### src/core/pcicf_placeholder_unused.sv
`timescale 1ns/10ps
// Empty leaf reserved; intentionally holds no module.

### src/pkg/pcicf_pkg.sv
// Constants, field layouts and carriers for the function-one configuration header.
// Assumes a PCI bus clock domain and byte addressing of {AD[7:2], 00} for the header.
package pcicf_pkg;

    // Byte offsets of the header dwords.
    localparam logic [7:0] OFS_IDENT = 8'h00;
    localparam logic [7:0] OFS_CMDSTAT = 8'h04;
    localparam logic [7:0] OFS_CLASS = 8'h08;
    localparam logic [7:0] OFS_HDRLAT = 8'h0c;
    localparam logic [7:0] OFS_BAR = 8'h10;
    localparam logic [7:0] OFS_SUBSYS = 8'h20;

    // Function number that selects this header on AD[10:8].
    localparam logic [2:0] FUNC_NUM = 3'h1;

    // Command word fields.
    localparam int CMD_MEM = 1;
    localparam int CMD_MASTER = 2;
    localparam int CMD_PERR = 6;
    localparam int CMD_SERR = 8;
    localparam logic [15:0] CMD_RW_MASK = 16'h0146;
    localparam logic [15:0] CMD_RESET = 16'h0000;

    // Sticky status flags, as bit positions of the whole dword.
    localparam int NUM_FLAGS = 6;
    localparam int FL_DPE = 0;
    localparam int FL_SSE = 1;
    localparam int FL_RMA = 2;
    localparam int FL_RTA = 3;
    localparam int FL_STA = 4;
    localparam int FL_DPR = 5;
    localparam int FLAG_POS [NUM_FLAGS] = '{31, 30, 29, 28, 27, 24};

    // Fixed status fields.
    localparam int DEVSEL_LSB = 25;
    localparam logic [1:0] DEVSEL_MEDIUM = 2'h1;
    localparam int FB2B_POS = 23;

    // Fixed identification and layout values.
    localparam logic [23:0] CLASS_CODE = 24'h048000;
    localparam logic [7:0] HEADER_TYPE = 8'h80;
    localparam int HDR_LSB = 16;
    localparam int LAT_LSB = 8;
    localparam logic [7:0] LAT_RESET = 8'h00;
    localparam int BAR_LSB = 12;
    localparam logic [11:0] BAR_LOW = 12'h008;
    localparam logic [19:0] BAR_RESET = 20'h00000;

    // One configuration data phase, as seen by the header.
    typedef struct packed {
        logic valid;
        logic idsel;
        logic [10:0] addr;
        logic write;
        logic [3:0] be_n;
        logic [31:0] wdata;
    } pcicf_cfg_req_t;

    // Bus events reported by the PCI engine, each a one-cycle pulse.
    typedef struct packed {
        logic addr_perr;
        logic data_perr;
        logic tgt_addr_perr;
        logic master_abort;
        logic target_abort_rcvd;
        logic mst_rd_perr_driven;
        logic mst_wr_perr_seen;
        logic sys_err_req;
    } pcicf_evt_t;

endpackage : pcicf_pkg

### src/core/pcicf_sticky_flag.sv
// One write-one-to-clear status flag.
// Assumes set and clear are pulses in the bus clock domain and reset is already synchronised.
`timescale 1ns/10ps
module pcicf_sticky_flag (
    input wire logic clk,
    input wire logic rst_n,
    input wire logic set,
    input wire logic clear,
    output logic q
);

    // write one clears.
    // A set in the same cycle as a clear wins, so no event is lost to software.
    always_ff @(posedge clk or negedge rst_n) begin
        if (!rst_n) begin
            q <= 1'b0;
        end else if (set) begin
            q <= 1'b1;
        end else if (clear) begin
            q <= 1'b0;
        end
    end

    a_set_wins: assert property (
        @(posedge clk) disable iff (!rst_n)
        set |=> q)
        else $error("Status flag lost an event.");

endmodule : pcicf_sticky_flag

### src/core/pcicf_header.sv
// Configuration header of the multimedia function, with its command and status logic.
// Assumes the PCI engine decodes bus phases into config requests and event pulses.
`timescale 1ns/10ps
module pcicf_header #(
    parameter logic [15:0] MAKER_ID = 16'h1a2b, // Arbitrary value.
    parameter logic [15:0] PART_ID = 16'h3c4d, // Arbitrary value.
    parameter logic [7:0] REVISION_ID = 8'h02, // Arbitrary value.
    parameter logic [15:0] SUBSYS_VENDOR_ID = 16'h5e6f, // Arbitrary value.
    parameter logic [15:0] SUBSYS_ID = 16'h7a8b // Arbitrary value.
) (
    input wire logic CLK_SYS,
    input wire logic ARST_N,
    input wire pcicf_pkg::pcicf_cfg_req_t CFG_REQ,
    output logic CFG_ACK,
    output logic [31:0] CFG_RDATA,
    input wire pcicf_pkg::pcicf_evt_t EVT,
    input wire logic MEM_CYCLE,
    input wire logic [31:0] MEM_ADDR,
    output logic MEM_HIT,
    output logic MASTER_EN,
    output logic PERR_REPORT_EN,
    output logic TGT_ABORT,
    output logic SERR_O,
    output logic SERR_OE_N,
    input wire logic MST_START,
    input wire logic MST_ACTIVE,
    input wire logic GNT_N,
    output logic MST_TERMINATE
);

    logic rst_meta;
    logic rst_n;
    logic [15:0] cmd;
    logic [7:0] lat_timer;
    logic [19:0] bar_ptr;
    logic [31:0] bar_merged;
    logic [7:0] lat_count;
    logic serr_drive;
    logic tgt_abort;
    logic cfg_claim;
    logic cfg_wr;
    logic [31:0] wmask;
    logic [7:0] byte_addr;
    logic [31:0] status_word;
    logic [31:0] next_rdata;
    logic [pcicf_pkg::NUM_FLAGS-1:0] flag_set;
    logic [pcicf_pkg::NUM_FLAGS-1:0] flag_clr;
    logic [pcicf_pkg::NUM_FLAGS-1:0] flag;

    // Expands active-low byte enables into a bit mask of written lanes.
    function automatic logic [31:0] lane_mask(input logic [3:0] be_n);
        logic [31:0] m;
        m = 32'h00000000;
        for (int b = 0; b < 4; b++) begin
            m[b*8 +: 8] = {8{~be_n[b]}};
        end
        return m;
    endfunction : lane_mask

    // Merges write data into a register under a lane and field mask.
    function automatic logic [31:0] merge(input logic [31:0] old, input logic [31:0] wd, input logic [31:0] m);
        return (old & ~m) | (wd & m);
    endfunction : merge

    // The reset is released through two flops so that removal is clean against the clock.
    always_ff @(posedge CLK_SYS or negedge ARST_N) begin
        if (!ARST_N) begin
            rst_meta <= 1'b0;
            rst_n <= 1'b0;
        end else begin
            rst_meta <= 1'b1;
            rst_n <= rst_meta;
        end
    end

    // relies on function number; the other function's header ignores these cycles.
    assign cfg_claim = CFG_REQ.valid && CFG_REQ.idsel && (CFG_REQ.addr[1:0] == 2'h0)
        && (CFG_REQ.addr[10:8] == pcicf_pkg::FUNC_NUM);
    assign cfg_wr = cfg_claim && CFG_REQ.write;
    assign wmask = lane_mask(CFG_REQ.be_n);
    assign byte_addr = {CFG_REQ.addr[7:2], 2'h0};

    // parity response bit.
    // Only the four defined bits are held; the rest are never stored, so they cannot read back.
    always_ff @(posedge CLK_SYS or negedge rst_n) begin
        if (!rst_n) begin
            cmd <= pcicf_pkg::CMD_RESET;
        end else if (cfg_wr && byte_addr == pcicf_pkg::OFS_CMDSTAT) begin
            cmd <= 16'(merge({16'h0000, cmd}, CFG_REQ.wdata, wmask & {16'h0000, pcicf_pkg::CMD_RW_MASK}));
        end
    end

    always_ff @(posedge CLK_SYS or negedge rst_n) begin
        if (!rst_n) begin
            lat_timer <= pcicf_pkg::LAT_RESET;
        end else if (cfg_wr && byte_addr == pcicf_pkg::OFS_HDRLAT && !CFG_REQ.be_n[1]) begin
            lat_timer <= CFG_REQ.wdata[pcicf_pkg::LAT_LSB +: 8];
        end
    end

    // The merged dword is formed apart, since a function result cannot be sliced in place.
    assign bar_merged = merge({bar_ptr, 12'h000}, CFG_REQ.wdata, wmask);

    // relocatable pointer.
    // The low twelve bits are constants, so a 4 kB window is always naturally aligned.
    always_ff @(posedge CLK_SYS or negedge rst_n) begin
        if (!rst_n) begin
            bar_ptr <= pcicf_pkg::BAR_RESET;
        end else if (cfg_wr && byte_addr == pcicf_pkg::OFS_BAR) begin
            bar_ptr <= bar_merged[31:pcicf_pkg::BAR_LSB];
        end
    end

    assign MEM_HIT = MEM_CYCLE && cmd[pcicf_pkg::CMD_MEM] && (MEM_ADDR[31:pcicf_pkg::BAR_LSB] == bar_ptr);

    assign MASTER_EN = cmd[pcicf_pkg::CMD_MASTER];
    assign PERR_REPORT_EN = cmd[pcicf_pkg::CMD_PERR];

    // system error drive.
    // An address parity error raises the error pin only when both enables are on.
    always_ff @(posedge CLK_SYS or negedge rst_n) begin
        if (!rst_n) begin
            serr_drive <= 1'b0;
        end else begin
            serr_drive <= cmd[pcicf_pkg::CMD_SERR]
                && ((EVT.addr_perr && cmd[pcicf_pkg::CMD_PERR]) || EVT.sys_err_req);
        end
    end

    // The pin is open drain: it only ever pulls low, and the enable is low while pulling.
    assign SERR_O = 1'b0;
    assign SERR_OE_N = ~serr_drive;

    always_ff @(posedge CLK_SYS or negedge rst_n) begin
        if (!rst_n) begin
            tgt_abort <= 1'b0;
        end else begin
            tgt_abort <= EVT.tgt_addr_perr;
        end
    end

    assign TGT_ABORT = tgt_abort;

    always_comb begin
        flag_set = '0;
        flag_set[pcicf_pkg::FL_DPE] = EVT.addr_perr || EVT.data_perr || EVT.tgt_addr_perr;
        flag_set[pcicf_pkg::FL_SSE] = serr_drive;
        flag_set[pcicf_pkg::FL_RMA] = EVT.master_abort;
        flag_set[pcicf_pkg::FL_RTA] = EVT.target_abort_rcvd;
        flag_set[pcicf_pkg::FL_STA] = tgt_abort;
        flag_set[pcicf_pkg::FL_DPR] = cmd[pcicf_pkg::CMD_PERR]
            && (EVT.mst_rd_perr_driven || EVT.mst_wr_perr_seen);
    end

    genvar gi;
    generate
        for (gi = 0; gi < pcicf_pkg::NUM_FLAGS; gi++) begin : g_flag
            assign flag_clr[gi] = cfg_wr && byte_addr == pcicf_pkg::OFS_CMDSTAT
                && wmask[pcicf_pkg::FLAG_POS[gi]] && CFG_REQ.wdata[pcicf_pkg::FLAG_POS[gi]];
            pcicf_sticky_flag u_flag (
                .clk(CLK_SYS),
                .rst_n(rst_n),
                .set(flag_set[gi]),
                .clear(flag_clr[gi]),
                .q(flag[gi])
            );
        end
    endgenerate

    always_comb begin
        status_word = {16'h0000, cmd};
        for (int i = 0; i < pcicf_pkg::NUM_FLAGS; i++) begin
            status_word[pcicf_pkg::FLAG_POS[i]] = flag[i];
        end
        status_word[pcicf_pkg::DEVSEL_LSB +: 2] = pcicf_pkg::DEVSEL_MEDIUM;
        status_word[pcicf_pkg::FB2B_POS] = 1'b1;
    end

    always_comb begin
        next_rdata = 32'h00000000;
        if (!CFG_REQ.write) begin
            case (byte_addr)
                pcicf_pkg::OFS_IDENT: next_rdata = {PART_ID, MAKER_ID};
                pcicf_pkg::OFS_CMDSTAT: next_rdata = status_word;
                pcicf_pkg::OFS_CLASS: next_rdata = {pcicf_pkg::CLASS_CODE, REVISION_ID};
                pcicf_pkg::OFS_HDRLAT: next_rdata = {8'h00, pcicf_pkg::HEADER_TYPE, lat_timer, 8'h00};
                pcicf_pkg::OFS_BAR: next_rdata = {bar_ptr, pcicf_pkg::BAR_LOW};
                pcicf_pkg::OFS_SUBSYS: next_rdata = {SUBSYS_ID, SUBSYS_VENDOR_ID};
                default: next_rdata = 32'h00000000;
            endcase
        end
    end

    // Every claimed phase, read or write, is answered one cycle later.
    always_ff @(posedge CLK_SYS or negedge rst_n) begin
        if (!rst_n) begin
            CFG_ACK <= 1'b0;
            CFG_RDATA <= 32'h00000000;
        end else begin
            CFG_ACK <= cfg_claim;
            if (cfg_claim) begin
                CFG_RDATA <= next_rdata;
            end
        end
    end

    // latency countdown.
    // The counter loads at the start of each tenure and stops at zero, which marks expiry.
    always_ff @(posedge CLK_SYS or negedge rst_n) begin
        if (!rst_n) begin
            lat_count <= 8'h00;
        end else if (MST_START) begin
            lat_count <= lat_timer;
        end else if (MST_ACTIVE && lat_count != 8'h00) begin
            lat_count <= lat_count - 8'h01;
        end
    end

    assign MST_TERMINATE = MASTER_EN && MST_ACTIVE && !MST_START && (lat_count == 8'h00) && GNT_N;

    a_claim_needs_idsel: assert property (
        @(posedge CLK_SYS) disable iff (!rst_n)
        CFG_ACK |-> $past(CFG_REQ.idsel) && $past(CFG_REQ.addr[1:0]) == 2'h0
            && $past(CFG_REQ.addr[10:8]) == 3'h1)
        else $error("Config answer without a proper select.");

    a_idle_no_hit: assert property (
        @(posedge CLK_SYS) disable iff (!rst_n)
        (cmd == 16'h0000) |-> !MEM_HIT && !MASTER_EN && SERR_OE_N)
        else $error("Idle command word still connected to the bus.");

    a_cmd_reads_clean: assert property (
        @(posedge CLK_SYS) disable iff (!rst_n)
        CFG_ACK && $past(byte_addr) == pcicf_pkg::OFS_CMDSTAT && !$past(CFG_REQ.write)
        |-> (CFG_RDATA[15:0] & ~pcicf_pkg::CMD_RW_MASK) == 16'h0000)
        else $error("Undefined command bits read as one.");

    a_serr_needs_enable: assert property (
        @(posedge CLK_SYS) disable iff (!rst_n)
        !SERR_OE_N |-> $past(cmd[pcicf_pkg::CMD_SERR]))
        else $error("System error driven while disabled.");

    a_serr_sets_flag: assert property (
        @(posedge CLK_SYS) disable iff (!rst_n)
        !SERR_OE_N |=> flag[pcicf_pkg::FL_SSE])
        else $error("Signalled error flag not set.");

    a_perr_sets_dpe: assert property (
        @(posedge CLK_SYS) disable iff (!rst_n)
        EVT.data_perr || EVT.addr_perr |=> flag[pcicf_pkg::FL_DPE])
        else $error("Detected parity flag not set.");

    a_tabort_sets_sta: assert property (
        @(posedge CLK_SYS) disable iff (!rst_n)
        EVT.tgt_addr_perr |=> TGT_ABORT ##1 flag[pcicf_pkg::FL_STA])
        else $error("Target abort or its flag missing.");

    a_dpr_gated: assert property (
        @(posedge CLK_SYS) disable iff (!rst_n)
        $rose(flag[pcicf_pkg::FL_DPR]) |-> $past(cmd[pcicf_pkg::CMD_PERR]))
        else $error("Parity reported flag set while response disabled.");

    // Bit 24 between the fixed fields is a sticky flag, so only 26:25 and 23 are pinned here.
    a_status_fixed: assert property (
        @(posedge CLK_SYS) disable iff (!rst_n)
        CFG_ACK && $past(byte_addr) == pcicf_pkg::OFS_CMDSTAT && !$past(CFG_REQ.write)
        |-> CFG_RDATA[26:25] == 2'h1 && CFG_RDATA[23] == 1'b1)
        else $error("Fixed status fields are wrong.");

    a_bar_low_fixed: assert property (
        @(posedge CLK_SYS) disable iff (!rst_n)
        CFG_ACK && $past(byte_addr) == pcicf_pkg::OFS_BAR && !$past(CFG_REQ.write)
        |-> CFG_RDATA[11:0] == 12'h008)
        else $error("Base pointer low bits are not fixed.");

    a_lat_expiry: assert property (
        @(posedge CLK_SYS) disable iff (!rst_n)
        MST_TERMINATE |-> lat_count == 8'h00 && GNT_N && MASTER_EN)
        else $error("Master terminated before latency expiry.");

    // The count must start each tenure from the programmed timer, not from a stale value.
    a_lat_load: assert property (
        @(posedge CLK_SYS) disable iff (!rst_n)
        MST_START |=> lat_count == $past(lat_timer))
        else $error("Latency count did not load the timer value.");

    a_hit_needs_decode: assert property (
        @(posedge CLK_SYS) disable iff (!rst_n)
        MEM_HIT |-> cmd[pcicf_pkg::CMD_MEM] && MEM_CYCLE)
        else $error("Memory hit while decode is disabled.");

endmodule : pcicf_header

### config.mk
export PLATFORM = sky130hd
export DESIGN_NAME = pcicf_header
export DESIGN_NICKNAME = d
export VERILOG_FILES = /design/src/core/pcicf_placeholder_unused.sv /design/src/pkg/pcicf_pkg.sv /design/src/core/pcicf_sticky_flag.sv /design/src/core/pcicf_header.sv
export SDC_FILE = /design/constraint.sdc
export NUM_CORES = 1
export LEC_CHECK = 0
export BUFFER_PORTS_ARGS = -buffer_cell sky130_fd_sc_hd__buf_4
export CAP_MARGIN = 20
export CORE_MARGIN = 3
export CORE_UTILIZATION = 54
export DETAILED_ROUTE_END_ITERATION = 10
export PLACE_DENSITY = 0.86
export SYNTH_ARGS = -nofsm -noshare
export SYNTH_HDL_FRONTEND = slang
export SYNTH_SLANG_ARGS = --single-unit
### constraint.sdc
create_clock -name CLK_SYS -period 4.5 [get_ports CLK_SYS]
set_input_delay 0.225 -clock CLK_SYS [delete_from_list [all_inputs] [get_ports CLK_SYS]]
set_output_delay 0.225 -clock CLK_SYS [all_outputs]
set_load 0.01 [all_outputs]
Word-level counts from Yosys, hierarchy flattened
Cells that the tools add are included.
{"block": "word_totals", "output_inout_bits": 40, "reg_bits": 95, "input_bits": 96}
{"block": "classes", "addsub": 1, "eq_ne": 7, "n_bitwise": 13, "mux": 16, "n_reduce_logical": 42}
{"op": "32-bit case mux with 6 select lines", "count": 1}
{"op": "32-bit bitwise AND", "count": 2}
{"op": "32-bit two-way mux", "count": 1}
{"op": "32-bit inverter", "count": 1}
{"op": "32-bit OR", "count": 1}
{"op": "1-bit logical AND", "count": 25}
{"op": "20-bit == test", "count": 1}
{"op": "16-bit bitwise AND", "count": 1}
{"op": "16-bit by 9-bit bitwise AND with 16-bit output", "count": 1}
{"op": "8-bit zero test", "count": 2}
{"op": "8-bit two-way mux", "count": 2}
{"op": "9-bit inverter with 16-bit output", "count": 1}
{"op": "16-bit OR", "count": 1}
{"op": "2-bit nonzero test", "count": 7}
{"op": "6-bit by 2-bit == test with 1-bit output, second input constant", "count": 2}
{"op": "1-bit two-way mux", "count": 12}
{"op": "8-bit nonzero test", "count": 1}
{"op": "8-bit by 1-bit subtractor with 8-bit output, second input constant", "count": 1}
{"op": "6-bit by 1-bit == test with 1-bit output, second input constant", "count": 1}
{"op": "6-bit by 3-bit == test with 1-bit output, second input constant", "count": 1}
{"op": "6-bit by 4-bit == test with 1-bit output, second input constant", "count": 1}
{"op": "1-bit inverter", "count": 5}
{"op": "1-bit logical OR", "count": 4}
{"op": "3-bit by 1-bit == test with 1-bit output, second input constant", "count": 1}
{"op": "other kinds (2)", "count": 3}

Logic depth before layout (Yosys ltp)
Gate-level depths: netlist of the first run.
{"block": "logic_depth", "depth_word": 9, "depth_mapped": 7, "depth_no_buf": 6}

By module
From an unflattened synthesis of the first run, not the netlist that was laid out.
{"block": "hier_totals", "hier_cells": 356, "hier_area_um2": 3862.5}
{"mod": "pcicf_header", "area_per_inst_um2": 3644.7, "n_inst": 1, "cells_each": 338}
{"mod": "pcicf_sticky_flag", "area_per_inst_um2": 36.3, "n_inst": 6, "cells_each": 3}

Least setup slack after synthesis of the first run
Ideal clock, no wire load.
{"block": "synth_timing", "kind": "input-to-reg", "from": "input CFG_REQ[39] in the netlist's numbering", "to": "register (tool-made name)", "cell_stages": 6, "path_buffers": 2, "t_arrival_ps": 1817, "path_slack_ps": 2559, "setup_ps": 125, "path_cell_list": "or4_1 buf_2 nor3b_2 buf_6 and4b_4 mux2_2"}
{"element": "from (decl)", "line_no": "pcicf_header.sv:13", "rtl": "input wire pcicf_pkg::pcicf_cfg_req_t CFG_REQ,"}

Final worst setup path of the first run
{"block": "layout_timing", "from": "register lat_count[0]", "to": "output MST_TERMINATE"}
{"block": "layout_between", "elab_chain_cells": 3}
{"element": "from (decl)", "line_no": "pcicf_header.sv:37", "rtl": "logic [7:0] lat_count;"}
{"element": "from (signal assigned)", "line_no": "pcicf_header.sv:213", "rtl": "lat_count <= lat_timer;"}
{"element": "from (signal assigned)", "line_no": "pcicf_header.sv:215", "rtl": "lat_count <= lat_count - 8'h01;"}
{"element": "8-bit zero test", "line_no": "pcicf_header.sv:219", "rtl": "assign MST_TERMINATE = MASTER_EN && MST_ACTIVE && !MST_START && (lat_count == 8'h00) && GNT_N;"}
{"element": "1-bit logical AND (2 in series)", "line_no": "pcicf_header.sv:219"}
{"element": "to (decl)", "line_no": "pcicf_header.sv:28", "rtl": "output logic MST_TERMINATE"}
No other way between the ends.

==> impl_metrics.py, run 1 <==
metrics = {
    "timing": {
        "tightest_slew_ps": 981.8,
        "timing.final.crit_share_pct": 56.16,
        "setup_tns_ps": 0,
        "finalHoldViolations": 0,
        "worst_slack_ps": 1973,
        "fin_crit_ps": 2527,
        "rsz0062_at_grt": "false",
        "fin_worst_skew_ps": 12.46,
        "setup-violations-final": 0,
        "fmax_mhz": 395.7,
        "slew_headroom_pct": 34.55,
        "drv_slew": 0,
    },
    "yosys": {
        "synth_edf_count": 0,
        "yosys_warnings": 0,
        "synthFlopType": "dfrtp_1",
        "ys_ff_latch": 80,
        "async_flop_share_pct": 100.0,
        "syn_inst": 346,
        "ys_types": 52,
        "ys_seq_area_share_pct": 52.36,
        "syn_area_per_cell_um2": 11.05,
        "netlist_area_mm2": 0.003824,
    },
    "setup_path": {
        "crit_family": "simple AND/OR/NAND/NOR gates",
        "cp.arrival_ps": 2300,
        "crit_path_top_delay_cell": "nor3b_1",
        "cp_max_fo": 6,
        "slowest_delay_ps": 590,
        "path_cells": "inv_1 > ha_1 > nor3b_1 > nand3_1 > nor4_1 > buf_4",
        "worst-path-buf-inv": 2,
        "crit_required_ps": 4280,
        "path_class": "reg -> out",
        "crit_path_start_kind": "flip-flop",
        "end_kind": "output port",
    },
    "drt": {
        "routed_wl_um": 10180,
        "vias_per_cell": 5.681,
        "wl_per_cell_um": 18.24,
        "ant_nets": 0,
        "drtIter0Drc": 177,
        "num_vias": 3170,
        "post-route-drc-count": 0,
        "first_pass_iters": 4,
    },
    "die": {
        "fp-row-count": 30,
        "coreArea_mm2": 0.006832,
        "start_util_pct": 55.97,
        "ios": 136,
        "die_w_um": 90.15,
        "die_y_um": 90.15,
        "fp.dieArea_mm2": 0.008126,
    },
    "cells_and_area": {
        "syn2layout_area_growth_pct": 30.60,
        "final_cell_mix": "118 x buf_4, 79 x dfrtp_1, 40 x nand2_1",
        "fin_nets": 555,
        "n_antenna_cell": 0,
        "drive_gt1_share_pct": 38.31,
        "final_util_pct": 73.10,
        "final_area_mm2": 0.004994,
        "final_common_cell": "buf_4",
    },
    "grt": {
        "antenna_found_initial": 0,
        "grt.overflow.total": 0,
        "grt_pass1_wl_um": 16500,
        "grt_usage_pct": 25.77,
        "grt_max_degree": 79,
        "grt_pass1_vias": 3338,
    },
    "clocking": {
        "clock_latency_ps": 350,
        "clock-sinks": 80,
        "cts.clk_slew.worst_paths_ps": 80,
        "cts_htree_levels": 3,
        "numCtsBuffers": 9,
        "cts-hold-fix-buffers": 2,
        "clk_path_buf_depth": 2,
        "cts_tree": "built",
        "clockRootBuffer": "clkbuf_8",
        "cts_setup_buffers": 0,
        "ctsResizeCount": 0,
    },
    "pwr": {
        "power.density_mw_per_mm2": 349.2,
        "vdd_ir_drop_max_v": 0.0002203,
        "finalPower_w": 0.001744,
        "leakagePower_nw": 2.410,
    },
    "job": {
        "drv_cap": 0,
    },
    "placed_design": {
        "gp_congestion": 0.8309,
        "io_buffers": 115,
        "pre_cts_slack_ps": 2092,
        "dp_hpwl_um": 7513,
        "post_dp_cell_area_mm2": 0.004721,
    },
    "run_status": {
        "status": "completed",
    },
    "worst_hold_path": {
        "hp-class": "in -> reg",
    },
}
-- stage by stage --
| step | cells | hold WS, ps |
|---|---|---|
| 2_1_floorplan | 348 | -70.59 |
| 3_3_place_gp | 540 | 7.263 |
| 3_5_place_dp | 540 | 11.48 |
| 4_1_cts | 558 | 38.56 |
| 5_1_grt | 558 | 53.56 |
| 6_report | 558 | 46.15 |
-- final timing paths --
| kind | end | slack [ps] | cells past startpoint | startpoint |
|---|---|---|---|---|
| setup / recovery | MST_TERMINATE | 1970 | 6 | lat_count[0]$_DFFE_PN0P_ |
| hold / removal | g_flag[3].u_flag.q$_DFFE_PN0P_ | 50 | 2 | EVT[3] |
| setup reg to reg | lat_count[1]$_DFFE_PN0P_ | 2300 | 6 | lat_count[0]$_DFFE_PN0P_ |
| hold reg to reg | rst_n$_DFF_PN0_ | 350 | 0 | rst_meta$_DFF_PN0_ |
| max in group asynchronous | asynchronous set/reset pin | 3390 | 0 | rst_n$_DFF_PN0_ |
| min in group asynchronous | rst_n$_DFF_PN0_ | 190 | 2 | ARST_N |
-- cell usage after synthesis, drive strengths merged (2+ instances only) --
library cell  number  share of area, %
nand4b             2               1.0
a21oi             24               3.1
inv                6              0.59
a32o               2              0.52
buf               13               2.3
a221oi             2              0.46
nor2               7              0.69
ha                 2              0.65
a22oi              6               1.2
conb               2              0.20
or3                2              0.33
xor2               8               1.8
xnor2             13               3.0
and3b              2              0.46
clkbuf             9              0.88
a21o               4              0.79
o21ai             26               3.4
or2                2              0.33
mux2i              2              0.52
nor3b              5               1.2
o31ai              6               1.2
nand2b             4              0.65
a211oi             3              0.59
dfrtp             80                52
nand2             40               3.9
nor4               6               1.1
or4                2              0.39
nand4              4              0.65
nor3               6              0.79
mux2              32               9.4
and4b              4               1.1
a22o               6               1.4
-- layout make-up --
type | instances | area [um^2]
timing repair buffer | 120 | 905.9
multi-input combinational | 239 | 1683
clock buffer | 10 | 137.6
inverter | 7 | 26.28
sequential | 80 | 2006
tap | 96 | 120.1
clock inverter | 6 | 115.1
fill | 467 | 1838
-- kinds of logic after synthesis --
kind of cell,Yosys count,share of synthesized area (%)
and+or+nand+nor,94,14.40
AOI/OAI and AO/OA,84,13.81
DFF,80,52.36
other,2,0.1964
adders and majority gates,2,0.6543
xor gates and xnor gates,21,4.810
muxes,34,9.948
buffers and inverters,29,3.828
-- metal layers --
| metal | GRT usage, % | wire length, um | share of wire (%) | up-vias |
|---|---|---|---|---|
| met2 | 44.49 | 5221 | 51 | 143 |
| li1 | - | - | - | 1461 |
| met3 | 6.695 | 845 | 8.3 | 22 |
| met1 | 30.64 | 3907 | 38 | 1544 |
| met4 | 10.46 | 202 | 2.0 | 0 |
| met5 | 0 | 0 | 0 | - |
-- power by group --
group | leakage, nW | internal (W) | total, W | switching (W)
sequential | 1.09 | 0.000751 | 0.000796 | 0.0000456
combinational | 1.20 | 0.000143 | 0.000289 | 0.000146
clock | 0.123 | 0.000387 | 0.000658 | 0.000271
No activity file was read; power rests on OpenSTA's default activity.
==> inputs of run 2 (changes only) <==
CORE_UTILIZATION = 45   (was 54)
PLACE_DENSITY = 0.76   (was 0.86)
clock period = 2.2 ns   (was 4.5 ns; I/O delays follow)
==> impl_metrics.py, run 2 (same netlist as run 1, synthesis figures left out) <==
metrics = {
    "grt": {
        "grt_pass1_vias": 3425,
        "grt.overflow.total": 0,
        "grt_pass1_wl_um": 17370,
        "grt_max_degree": 40,
        "antenna_found_initial": 0,
        "grt_usage_pct": 22.72,
    },
    "drt": {
        "post-route-drc-count": 0,
        "num_vias": 3253,
        "wl_per_cell_um": 17.85,
        "drtIter0Drc": 204,
        "routed_wl_um": 10670,
        "first_pass_iters": 4,
        "vias_per_cell": 5.440,
        "ant_nets": 0,
    },
    "timing": {
        "fin_worst_skew_ps": 11.40,
        "worst_slack_ps": 179.7,
        "rsz0062_at_grt": "false",
        "fin_crit_ps": 2020,
        "drv_slew": 0,
        "tightest_slew_ps": 584.8,
        "setup_tns_ps": 0,
        "setup-violations-final": 0,
        "timing.final.crit_share_pct": 91.83,
        "slew_headroom_pct": 61.01,
        "finalHoldViolations": 0,
        "fmax_mhz": 495.0,
    },
    "cells_and_area": {
        "fin_nets": 589,
        "final_cell_mix": "130 x buf_4, 79 x dfrtp_1, 40 x nand2_1",
        "n_antenna_cell": 0,
        "final_area_mm2": 0.005298,
        "syn2layout_area_growth_pct": 38.55,
        "final_common_cell": "buf_4",
        "instances_no_fill": 598,
        "fill_cells": 612,
        "drive_gt1_share_pct": 38.71,
    },
    "run_status": {
        "status": "completed",
    },
    "placed_design": {
        "dp_hpwl_um": 7947,
        "io_buffers": 115,
        "placed_cells": 559,
        "pre_cts_slack_ps": 132.9,
        "gp_congestion": 0.8624,
        "post_dp_cell_area_mm2": 0.004838,
    },
    "clocking": {
        "numCtsBuffers": 9,
        "cts_tree": "built",
        "clockRootBuffer": "clkbuf_8",
        "clk_path_buf_depth": 2,
        "cts_setup_buffers": 0,
        "cts_htree_levels": 3,
        "cts.clk_slew.worst_paths_ps": 90,
        "clock-sinks": 80,
        "clock_latency_ps": 350,
    },
    "die": {
        "fp-row-count": 32,
        "die_w_um": 98.18,
        "coreArea_mm2": 0.007968,
        "start_util_pct": 47.99,
        "fp.dieArea_mm2": 0.009639,
        "ios": 136,
        "die_y_um": 98.18,
    },
    "setup_path": {
        "end_kind": "output port",
        "path_class": "reg -> out",
        "cp.arrival_ps": 1910,
        "crit_path_start_kind": "flip-flop",
        "cp_max_fo": 6,
        "crit_required_ps": 2090,
    },
    "pwr": {
        "vdd_ir_drop_max_v": 0.0003292,
        "leakagePower_nw": 2.551,
        "finalPower_w": 0.003421,
        "power.density_mw_per_mm2": 645.8,
    },
    "worst_hold_path": {
        "hp-class": "in -> reg",
    },
    "job": {
        "drv_cap": 0,
    },
}
==> run 2: changes by cell type in the layout (fill, tap and decap cells not counted), moves of 2 or more <==
cell,before,now
buf_4,118,130
nor4_2,1,3
dlygate4sd3_1,2,23
nor4_1,5,3
bufinv_16,3,1
clkbuf_8,10,12
==> run 2: layout make-up <==
| class | count | area (um^2) | area share, % |
|---|---|---|---|
| well taps | 102 | 127.6 | 2.409 |
| repair buffers | 154 | 1226 | 23.15 |
| inverters | 7 | 26.28 | 0.4960 |
| clock buffers | 12 | 165.2 | 3.118 |
| multi-input cells | 239 | 1695 | 32.00 |
| flip-flops and latches | 80 | 2006 | 37.86 |
| clock inverters | 4 | 51.30 | 0.9684 |
==> run 2: report_power, final <==
| group | total, W | switching (W) | internal, W |
|---|---|---|---|
| clock | 0.00115 | 0.000531 | 0.000618 |
| combinational | 0.000655 | 0.000313 | 0.000343 |
| sequential | 0.00162 | 0.0000822 | 0.00154 |
| total | 0.00342 | 0.000926 | 0.00250 |
==> run 2: layer usage <==
layer  global-route usage (%)  wire, um  up-vias
li1                         -         -     1530
met1                    29.54      4360     1576
met2                    36.65      5261      127
met3                    4.214       736       20
met4                    11.03       313        0
met5                        0         0        -
==> run 2: worst max-delay path, cell delays in order, from the launching register on <==
cell and delay, ps:
dfrtp_1 420, inv_1 90, ha_1 190, nor3b_1 190, buf_4 170, nand3_1 110, nor4_2 230, buf_4 160
==> run 2: stage by stage <==
stage | hold WS [ps] | utilization (%)
after floorplan | -185.6 | -
after detailed placement | -105.3 | 60.73
final | 5.083 | 66.49
after global routing | 6.219 | 66.49
after global placement | -107.6 | 60.73
after CTS | 0.3827 | 66.33
==> run 2: final timing paths <==
kind                                          start                         to  slack [ps]  cells past startpoint
max reg2reg                lat_count[1]$_DFFE_PN0P_   lat_count[7]$_DFFE_PN0P_         260                      4
max in group asynchronous           rst_n$_DFF_PN0_  CFG_RDATA[21]$_DFFE_PN0N_        1310                      1
min                                     CFG_REQ[15]                  flip-flop           5                      2
max                        lat_count[0]$_DFFE_PN0P_              MST_TERMINATE         180                      7
min in group asynchronous                    ARST_N            rst_n$_DFF_PN0_          70                      2
min reg2reg                         rst_n$_DFF_PN0_   lat_timer[2]$_DFFE_PN0P_         300                      0
==> run 2: timing repair <==
| item | in CTS | in global routing |
|---|---|---|
| setup endpoints to repair | 0 | 2 |
| hold buffers | 23 | 0 |
| gates resized for setup | 0 | 2 |
| endpoints found under the hold margin | 23 | 0 |
